===== config.mk =====
export PLATFORM = sky130hd
export DESIGN_NAME = gsi_group_irq
export DESIGN_NICKNAME = d
export VERILOG_FILES = /design/src/gsi_pkg.sv /design/src/gsi_group_irq.sv
export SDC_FILE = /design/constraint.sdc
export NUM_CORES = 1
export LEC_CHECK = 0
export ABC_AREA = 1
export BUFFER_PORTS_ARGS = -buffer_cell sky130_fd_sc_hd__buf_2
export CORE_MARGIN = 8
export CORE_UTILIZATION = 51
export CTS_BUF_LIST = sky130_fd_sc_hd__clkbuf_8
export DETAILED_ROUTE_END_ITERATION = 16
export GPL_TIMING_DRIVEN = 0
export PLACE_DENSITY = 0.81
export SLEW_MARGIN = 10
export SYNTH_ARGS = -nofsm -noshare
export SYNTH_HDL_FRONTEND = slang
export SYNTH_SLANG_ARGS = --single-unit

===== constraint.sdc =====
create_clock -name ref_clk -period 1.5 [get_ports ref_clk]
set_clock_uncertainty 0.05 [all_clocks]
set_input_delay 0.3 -clock ref_clk [delete_from_list [all_inputs] [get_ports ref_clk]]
set_output_delay 0.3 -clock ref_clk [all_outputs]
set_load 0.02 [all_outputs]

===== src/gsi_pkg.sv =====
// constants for the group management interrupt and either-edge block
package gsi_pkg;

   // register offsets, relative to the power management base
   localparam logic [7:0] GSI_OFF_ENABLE_A = 8'h14;
   localparam logic [7:0] GSI_OFF_ENABLE_B = 8'h15;
   localparam logic [7:0] GSI_OFF_EDGE_STS = 8'h16;

   // reset values, taken on battery power-on
   localparam logic [7:0] GSI_RST_ENABLE_A = 8'h00;
   localparam logic [7:0] GSI_RST_ENABLE_B = 8'h00;
   localparam logic [7:0] GSI_RST_EDGE_STS = 8'h00;

   // enable register a field positions
   localparam int GSI_A_RING = 0;
   localparam int GSI_A_PARALLEL = 1;
   localparam int GSI_A_UART_B = 2;
   localparam int GSI_A_UART_A = 3;
   localparam int GSI_A_FLOPPY = 4;
   localparam int GSI_A_GPIO_GROUP_B = 5;
   localparam int GSI_A_GPIO_GROUP_A = 6;
   localparam int GSI_A_WATCHDOG = 7;

   // enable register b field positions
   localparam int GSI_B_MOUSE = 0;
   localparam int GSI_B_KEYBOARD = 1;
   localparam int GSI_B_INFRARED = 2;
   localparam int GSI_B_BSRC = 3;
   localparam int GSI_B_KBC_ROUTE = 4;
   localparam int GSI_B_TO_WAKE = 6;
   localparam int GSI_B_OUT_EN = 7;

   // writable bits of enable register b; bit 5 is reserved
   localparam logic [7:0] GSI_ENABLE_B_MASK = 8'hdf;

   // edge status field positions
   localparam int GSI_S_EDGE_LSB = 0;
   localparam int GSI_S_STANDBY_POR = 4;
   localparam logic [7:0] GSI_EDGE_STS_MASK = 8'h1f;

   // number of either-edge pins
   localparam int GSI_EDGE_PINS = 4;

   // register index type for the read mux
   typedef enum logic [1:0] {
      GSI_SEL_NONE = 2'b00,
      GSI_SEL_ENABLE_A = 2'b01,
      GSI_SEL_ENABLE_B = 2'b10,
      GSI_SEL_EDGE_STS = 2'b11
   } gsi_sel_t;

endpackage : gsi_pkg


===== src/gsi_group_irq.sv =====
// group management interrupt gathering and either-edge gpio detection
//
// How it works
// - enable register a gates eight sources
// - enable register b gates four more sources
// - ring uses wake ring status directly
// - b bit4 routes keyboard controller port bit
// - b bit6 feeds group into wake logic
// - b bit7 drives pin or frame slot
// - mux select bit picks pin or frame
// - four gpio pins interrupt on both edges
// - edge mode needs its group enabled
// - edge mode ignores direction, polarity, drive type
// - polarity still inverts reported data bit
// - edge interrupt needs status and enable
// - status records edges regardless of enables
// - status bits 0-3 follow pins 11,12,53,54
// - write one clears status, zero keeps
// - bit4 sets on standby power-on reset
// - power-on after standby reset raises sci
// - status bits 5-7 read zero
// - group is or of enabled active sources and ungated other events
`timescale 1ns/10ps
`default_nettype none

module gsi_group_irq
   import gsi_pkg::*;
(
   input wire logic ref_clk,
   input wire logic arst_n,
   // register port, already qualified by the base decode
   input wire logic [7:0] reg_addr,
   input wire logic reg_wr,
   input wire logic reg_rd,
   input wire logic [7:0] reg_wdata,
   output logic [7:0] reg_rdata,
   // interrupt sources, levels from logic on this clock
   input wire logic ring_wake_status,
   input wire logic parallel_irq,
   input wire logic uart_b_irq,
   input wire logic uart_a_irq,
   input wire logic floppy_irq,
   input wire logic gpio_group_b_irq,
   input wire logic gpio_group_a_irq,
   input wire logic watchdog_irq,
   input wire logic mouse_irq,
   input wire logic keyboard_irq,
   input wire logic infrared_irq,
   input wire logic b_source_irq,
   input wire logic kbc_port_bit,
   input wire logic other_mgmt_events,
   input wire logic irq_mux_frame_sel,
   // gpio control, from the gpio configuration on this clock
   input wire logic [3:0] either_edge_select,
   input wire logic [3:0] gpio_polarity,
   input wire logic [3:0] gpio_dir_out,
   input wire logic [3:0] gpio_open_drain,
   input wire logic [3:0] gpio_out_value,
   // gpio pins 11, 12, 53, 54 in bit order 0..3
   input wire logic gpio_pin_11,
   input wire logic gpio_pin_12,
   input wire logic gpio_pin_53,
   input wire logic gpio_pin_54,
   input wire logic standby_por,
   input wire logic system_power_on_out_n,
   // outputs
   output logic group_mgmt_irq_out_n,
   output logic group_mgmt_irq_oe,
   output logic frame_slot_irq,
   output logic group_to_wake,
   output logic sci_pulse,
   output logic [3:0] either_edge_irq,
   output logic [3:0] gpio_data,
   output logic [3:0] gpio_pin_oe,
   output logic [3:0] gpio_pin_out
);

   // address decode, shared by the write and read paths
   function automatic gsi_sel_t decode(input logic [7:0] addr);
      unique case (addr)
         GSI_OFF_ENABLE_A: decode = GSI_SEL_ENABLE_A;
         GSI_OFF_ENABLE_B: decode = GSI_SEL_ENABLE_B;
         GSI_OFF_EDGE_STS: decode = GSI_SEL_EDGE_STS;
         default: decode = GSI_SEL_NONE;
      endcase
   endfunction : decode

   gsi_sel_t sel;
   logic [3:0] pin_raw;
   logic [3:0] pin_meta_reg;
   logic [3:0] pin_sync_reg;
   logic [3:0] pin_prev_reg;
   logic [3:0] pin_meta_next;
   logic [3:0] pin_sync_next;
   logic [3:0] pin_prev_next;
   logic [3:0] edge_seen;
   logic [3:0] edge_mode;
   logic por_meta_reg;
   logic por_sync_reg;
   logic por_prev_reg;
   logic pwr_meta_reg;
   logic pwr_sync_reg;
   logic pwr_prev_reg;
   logic [7:0] enable_a_reg;
   logic [7:0] enable_b_reg;
   logic [7:0] edge_sts_reg;
   logic [7:0] enable_a_next;
   logic [7:0] enable_b_next;
   logic [7:0] edge_sts_next;
   logic [7:0] rdata_reg;
   logic [7:0] rdata_next;
   logic [1:0] group_en;
   logic [3:0] edge_irq;
   logic [7:0] src_a;
   logic [3:0] src_b;
   logic group_active;
   logic out_n_reg;
   logic oe_reg;
   logic slot_reg;
   logic wake_reg;
   logic sci_reg;
   logic [3:0] eirq_reg;
   logic [3:0] data_reg;
   logic [3:0] poe_reg;
   logic [3:0] pout_reg;
   logic out_n_next;
   logic oe_next;
   logic slot_next;
   logic wake_next;
   logic sci_next;
   logic [3:0] data_next;
   logic [3:0] poe_next;
   logic [3:0] pout_next;

   assign sel = decode(reg_addr);
   assign pin_raw = {gpio_pin_54, gpio_pin_53, gpio_pin_12, gpio_pin_11};

   // two-stage synchronisers; data uses the second stage, edges compare it with a third
   always_comb begin
      pin_meta_next = pin_raw;
      pin_sync_next = pin_meta_reg;
      pin_prev_next = pin_sync_reg;
   end

   always_ff @(posedge ref_clk or negedge arst_n) begin
      if (!arst_n) begin
         // pins reset low: a pin already high at release reports one edge
         pin_meta_reg <= 4'h0;
         pin_sync_reg <= 4'h0;
         pin_prev_reg <= 4'h0;
      end else begin
         pin_meta_reg <= pin_meta_next;
         pin_sync_reg <= pin_sync_next;
         pin_prev_reg <= pin_prev_next;
      end
   end

   // standby reset and power-on pin cross in from other domains
   always_ff @(posedge ref_clk or negedge arst_n) begin
      if (!arst_n) begin
         por_meta_reg <= 1'b0;
         por_sync_reg <= 1'b0;
         por_prev_reg <= 1'b0;
         // power-on pin resets to its idle high level, so no false sci
         pwr_meta_reg <= 1'b1;
         pwr_sync_reg <= 1'b1;
         pwr_prev_reg <= 1'b1;
      end else begin
         por_meta_reg <= standby_por;
         por_sync_reg <= por_meta_reg;
         por_prev_reg <= por_sync_reg;
         pwr_meta_reg <= system_power_on_out_n;
         pwr_sync_reg <= pwr_meta_reg;
         pwr_prev_reg <= pwr_sync_reg;
      end
   end

   // per pin: edge, gated interrupt, data bit and pin drive
   assign group_en[0] = enable_a_reg[GSI_A_GPIO_GROUP_A];
   assign group_en[1] = enable_a_reg[GSI_A_GPIO_GROUP_B];

   generate
      for (genvar i = 0; i < GSI_EDGE_PINS; i++) begin : g_pin
         // both edges count, independent of polarity
         assign edge_seen[i] = pin_sync_reg[i] ^ pin_prev_reg[i];
         // pins 0,1 belong to group a, pins 2,3 to group b; no group, no mode
         assign edge_mode[i] = either_edge_select[i] & group_en[i / 2];
         assign edge_irq[i] = edge_sts_reg[GSI_S_EDGE_LSB + i] & edge_mode[i];
      end
   endgenerate

   always_comb begin
      data_next = pin_sync_reg ^ gpio_polarity;
      // in edge mode the pin is a plain input, whatever the control bits say
      // a pin whose group is disabled keeps its normal drive
      poe_next = gpio_dir_out & ~edge_mode;
      pout_next = 4'h0;
      for (int i = 0; i < GSI_EDGE_PINS; i++) begin
         // open drain drives only when the value is zero; push-pull drives both levels
         if (gpio_open_drain[i] && gpio_out_value[i]) begin
            poe_next[i] = 1'b0;
         end
         pout_next[i] = gpio_out_value[i] ^ gpio_polarity[i];
         if (edge_mode[i]) begin
            pout_next[i] = 1'b0;
         end
      end
   end

   // register writes; hardware set beats a software clear
   always_comb begin
      enable_a_next = enable_a_reg;
      enable_b_next = enable_b_reg;
      edge_sts_next = edge_sts_reg;
      if (reg_wr && sel == GSI_SEL_ENABLE_A) begin
         enable_a_next = reg_wdata;
      end
      if (reg_wr && sel == GSI_SEL_ENABLE_B) begin
         enable_b_next = reg_wdata & GSI_ENABLE_B_MASK;
      end
      if (reg_wr && sel == GSI_SEL_EDGE_STS) begin
         edge_sts_next = edge_sts_reg & ~reg_wdata;
      end
      // an edge and a clear in one cycle leave the bit set, so no edge is lost
      // edges set status whether or not anything is enabled
      edge_sts_next[GSI_S_EDGE_LSB +: GSI_EDGE_PINS] =
         edge_sts_next[GSI_S_EDGE_LSB +: GSI_EDGE_PINS] | edge_seen;
      if (por_sync_reg && !por_prev_reg) begin
         edge_sts_next[GSI_S_STANDBY_POR] = 1'b1;
      end
      edge_sts_next = edge_sts_next & GSI_EDGE_STS_MASK;
   end

   always_ff @(posedge ref_clk or negedge arst_n) begin
      if (!arst_n) begin
         enable_a_reg <= GSI_RST_ENABLE_A;
         enable_b_reg <= GSI_RST_ENABLE_B;
         edge_sts_reg <= GSI_RST_EDGE_STS;
      end else begin
         enable_a_reg <= enable_a_next;
         enable_b_reg <= enable_b_next;
         edge_sts_reg <= edge_sts_next;
      end
   end

   // read data is registered, so it appears the edge after the strobe
   // there is no valid flag: the host takes data a fixed cycle later
   always_comb begin
      rdata_next = rdata_reg;
      if (reg_rd) begin
         unique case (sel)
            GSI_SEL_ENABLE_A: rdata_next = enable_a_reg;
            GSI_SEL_ENABLE_B: rdata_next = enable_b_reg;
            GSI_SEL_EDGE_STS: rdata_next = edge_sts_reg & GSI_EDGE_STS_MASK;
            GSI_SEL_NONE: rdata_next = 8'h00;
         endcase
      end
   end

   always_ff @(posedge ref_clk or negedge arst_n) begin
      if (!arst_n) begin
         rdata_reg <= 8'h00;
      end else begin
         rdata_reg <= rdata_next;
      end
   end

   // source vectors in enable register bit order
   always_comb begin
      src_a = 8'h00;
      src_a[GSI_A_RING] = ring_wake_status;
      src_a[GSI_A_PARALLEL] = parallel_irq;
      src_a[GSI_A_UART_B] = uart_b_irq;
      src_a[GSI_A_UART_A] = uart_a_irq;
      src_a[GSI_A_FLOPPY] = floppy_irq;
      // edge interrupts join their combined gpio group
      src_a[GSI_A_GPIO_GROUP_B] = gpio_group_b_irq | edge_irq[2] | edge_irq[3];
      src_a[GSI_A_GPIO_GROUP_A] = gpio_group_a_irq | edge_irq[0] | edge_irq[1];
      src_a[GSI_A_WATCHDOG] = watchdog_irq;
      src_b = 4'h0;
      src_b[GSI_B_MOUSE] = mouse_irq;
      src_b[GSI_B_KEYBOARD] = keyboard_irq;
      src_b[GSI_B_INFRARED] = infrared_irq;
      src_b[GSI_B_BSRC] = b_source_irq;
   end

   // group is the or of every enabled active source, plus other_mgmt_events with no enable
   assign group_active = (|(src_a & enable_a_reg))
                         | (|(src_b & enable_b_reg[3:0]))
                         | (kbc_port_bit & enable_b_reg[GSI_B_KBC_ROUTE])
                         | other_mgmt_events;

   // output stage; all outputs registered for clean pins
   // costs one cycle of latency, but the pins never glitch
   always_comb begin
      oe_next = enable_b_reg[GSI_B_OUT_EN] & ~irq_mux_frame_sel;
      // pin floats high-side when disabled; level only matters with oe set
      out_n_next = ~(group_active & enable_b_reg[GSI_B_OUT_EN]);
      slot_next = group_active & enable_b_reg[GSI_B_OUT_EN] & irq_mux_frame_sel;
      wake_next = group_active & enable_b_reg[GSI_B_TO_WAKE];
      // sci only when power comes on while the standby flag is up
      sci_next = pwr_prev_reg & ~pwr_sync_reg
                 & edge_sts_reg[GSI_S_STANDBY_POR];
   end

   always_ff @(posedge ref_clk or negedge arst_n) begin
      if (!arst_n) begin
         out_n_reg <= 1'b1;
         oe_reg <= 1'b0;
         slot_reg <= 1'b0;
         wake_reg <= 1'b0;
         sci_reg <= 1'b0;
         eirq_reg <= 4'h0;
         data_reg <= 4'h0;
         poe_reg <= 4'h0;
         pout_reg <= 4'h0;
      end else begin
         out_n_reg <= out_n_next;
         oe_reg <= oe_next;
         slot_reg <= slot_next;
         wake_reg <= wake_next;
         sci_reg <= sci_next;
         eirq_reg <= edge_irq;
         data_reg <= data_next;
         poe_reg <= poe_next;
         pout_reg <= pout_next;
      end
   end

   assign reg_rdata = rdata_reg;
   assign group_mgmt_irq_out_n = out_n_reg;
   assign group_mgmt_irq_oe = oe_reg;
   assign frame_slot_irq = slot_reg;
   assign group_to_wake = wake_reg;
   assign sci_pulse = sci_reg;
   assign either_edge_irq = eirq_reg;
   assign gpio_data = data_reg;
   assign gpio_pin_oe = poe_reg;
   assign gpio_pin_out = pout_reg;

endmodule : gsi_group_irq

`default_nettype wire


==> flow_metrics.py <==
metrics = {
    "layout": {
        "finalNetCount": 440,
        "area.growth.synth_to_final_pct": 27.1,
        "drive_gt1_frac": 0.315,
        "diodes": 0,
    },
    "clock_network": {
        "cts-htree-levels": 3,
        "post_cts_buffers": 0,
        "clockRootBuffer": "clkbuf_8",
        "cts_buffer_depth": 2,
        "cts_tree": "yes",
        "clock-sinks": 67,
        "cts_buffers": 9,
        "clk_transition_reported_paths_ns": 0.07,
        "clock_latency_ns": 0.34,
    },
    "die": {
        "start_util": 0.529,
        "die_y_um": 88.8,
        "die_area_um2": 7880,
        "ios": 90,
        "die_x_um": 88.8,
        "core_area_um2": 5110,
        "row_count": 26,
    },
    "detailed_routing": {
        "vias": 2178,
        "wirelength_mm": 6.41,
        "drtIter0Drc": 143,
        "drc": 0,
        "antenna_left": 0,
        "viasPerCell": 4.80,
        "drt-pass1-iter-count": 4,
        "drt-wirelength-per-cell_um": 14.1,
    },
    "logic_synthesis": {
        "avgSynthCellArea_um2": 9.72,
        "synth-seq-cells": 67,
        "syn-instance-count": 278,
        "synth_top_area_frac": 0.583,
        "ys_seq_area_frac": 0.622,
        "synth_cell_types": 22,
        "syn_area_um2": 2700,
        "syn_nets": 339,
        "synth.area.top_cells": "dfrtp_1 58%, nand2_1 12%, inv_1 5.0%, nand3_1 4.8%, dfstp_2 3.9%",
        "yosys_warnings": 0,
        "yosysTopAreaCell": "dfrtp_1",
    },
    "global_route": {
        "grt_pass1_vias": 2351,
        "grt_pass1_wl_mm": 10.4,
        "gr-total-overflow": 0,
        "grt_max_degree": 68,
        "grt_usage": 0.176,
        "grt_antenna_before_repair": 0,
    },
    "power_and_ir_drop": {
        "seqPwrFrac": 0.532,
        "power_density_nw_per_um2": 1080,
        "p_sw_frac": 0.257,
        "intPower_mw": 2.74,
        "pwr-share-comb": 0.108,
        "ir_worst_vdd_mv": 0.657,
        "power.leakage_nw": 1.91,
        "power.switching_mw": 0.949,
        "p_total_mw": 3.69,
        "clkPwrFrac": 0.360,
    },
    "run_status": {
        "status": "finished, violations left",
        "violations": "negative hold slack",
    },
    "sta": {
        "setup_ws_ns": 0.107,
        "setup_viol": 0,
        "finalHoldViolCount": 2,
        "min_period_ns": 1.39,
        "relSlewSlack": 0.471,
        "period_share": 0.929,
        "drv_slew": 0,
        "whs_ns": -0.00496,
        "max_clock_freq_mhz": 718,
        "rsz0062_at_grt": "no",
        "fin_setup_tns_ns": 0,
        "worst_slew_pin_slew_ns": 0.793,
    },
    "worst_setup_path": {
        "crit_fanout": 10,
        "slowest_delay_ns": 0.32,
        "critPathBufInv": 3,
        "worst_r2r_startpoint": "enable_a_reg[7]",
        "cp.arrival_ns": 1.58,
        "crit_path_frequent_cell": "nand2_1",
        "worstSetupStartpointType": "primary input",
        "critPathCaptureType": "flop",
        "cpLargestDelayFamily": "simple AND/OR/NAND/NOR gates",
        "crit_chain": "buf_2 > inv_1 > nand2_1 > nor3_4 > nand2_4 > nor2_4 > buf_6 > nand2_1 > o21ai_0",
        "startpoint": "reg_addr[3]",
        "criticalPathCategory": "in -> reg",
        "worstPathRequired_ns": 1.69,
        "cp_slowest_cell": "nor3_4",
    },
    "worst_hold_path": {
        "hold_path.class": "in -> async",
    },
    "place": {
        "io_buffers": 88,
        "dp_slack_ns": -0.279,
        "post-dp-hpwl_mm": 4.95,
        "routabilityCongestion": 0.849,
    },
    "run": {
        "cap_violations": 0,
    },
}
## routing by layer
layer / track usage / wire, um
met4: 0.109 / 189
met1: 0.182 / 2430
met5: 0 / 0
met2: 0.303 / 3280
met3: 0.0529 / 504
## placed cells by master, fill, tap and decap left out, types with 5 or more instances in the layout
master and instances:
buf_2 87, xnor2_1 8, o21a_1 5, nor2_1 10, o21ai_0 18, clkbuf_8 11
dfrtp_1 63, nand2_1 83, inv_1 36, nand3_1 26
## power groups by stage
stage | sequential, mW | combinational [mW] | clock (mW)
after floorplan | 2.04 | 0.140 | 0
after global placement | 1.99 | 0.383 | 0
after detailed placement | 2.00 | 0.398 | 0
after CTS | 1.96 | 0.404 | 1.36
after global routing | 1.97 | 0.446 | 1.42
final | 1.96 | 0.398 | 1.33
## cell families (layout without fill, tap and decap cells)
family,after synthesis,count (layout),synth area share
AO/OA/AOI/OAI,28,28,0.0574
XOR/XNOR,12,12,0.0389
buffers and inverters,43,149,0.0680
AND/OR/NAND/NOR,128,128,0.213
flip-flops,67,67,0.622
## what timing repair did
action | 4_1_cts | 5_1_grt
hold endpoints to repair | 2 | 0
setup endpoints to repair | 0 | 5
resized for setup | 0 | 1
hold buffers | 2 | 0
## final timing paths
check	endpoint	slack (ns)	depth (start not counted)
max	enable_a_reg[6]	0.11	9
min	gpio_pin_oe[1]	-0.005	1
max reg2reg	frame_slot_irq	0.20	8
min reg2reg	pin_prev_next[3]	0.30	0
max in group asynchronous	frame_slot_irq	0.89	1
min in group ref_clk	pin_meta_reg[3]	0.02	1
## stage by stage
step	utilization	cell area, um^2	std cells
after global placement	0.633	3230	436
after floorplan	-	2700	278
after CTS	0.672	3430	454
after global routing	0.672	3430	454
final	0.672	3430	454
after detailed placement	0.633	3230	436
## layout make-up
class / count / area, um^2
inverters: 38 / 143
clock inverters: 5 / 27.5
clock buffers: 11 / 151
fillers: 427 / 1670
well taps: 70 / 87.6
flip-flops and latches: 67 / 1680
multi-input cells: 168 / 840
plain buffers: 5 / 41.3
repair buffers: 90 / 463
## cell usage after synthesis
cell and count:
nand2_1 83, nor2_4 2, buf_4 2, dfrtp_1 63, buf_6 2, inv_1 36
nand2_4 2, nor3_2 1, o31ai_1 1, nor2_1 11, nor3_4 2, o21a_1 5
clkinv_1 1, a21oi_1 4, clkbuf_1 1, o21ai_0 18, nand4_1 1, xnor2_1 8
nand3_1 26, dfstp_2 4, xor2_1 4, inv_2 1
Note: power is estimated with default switching activity, not from simulation.
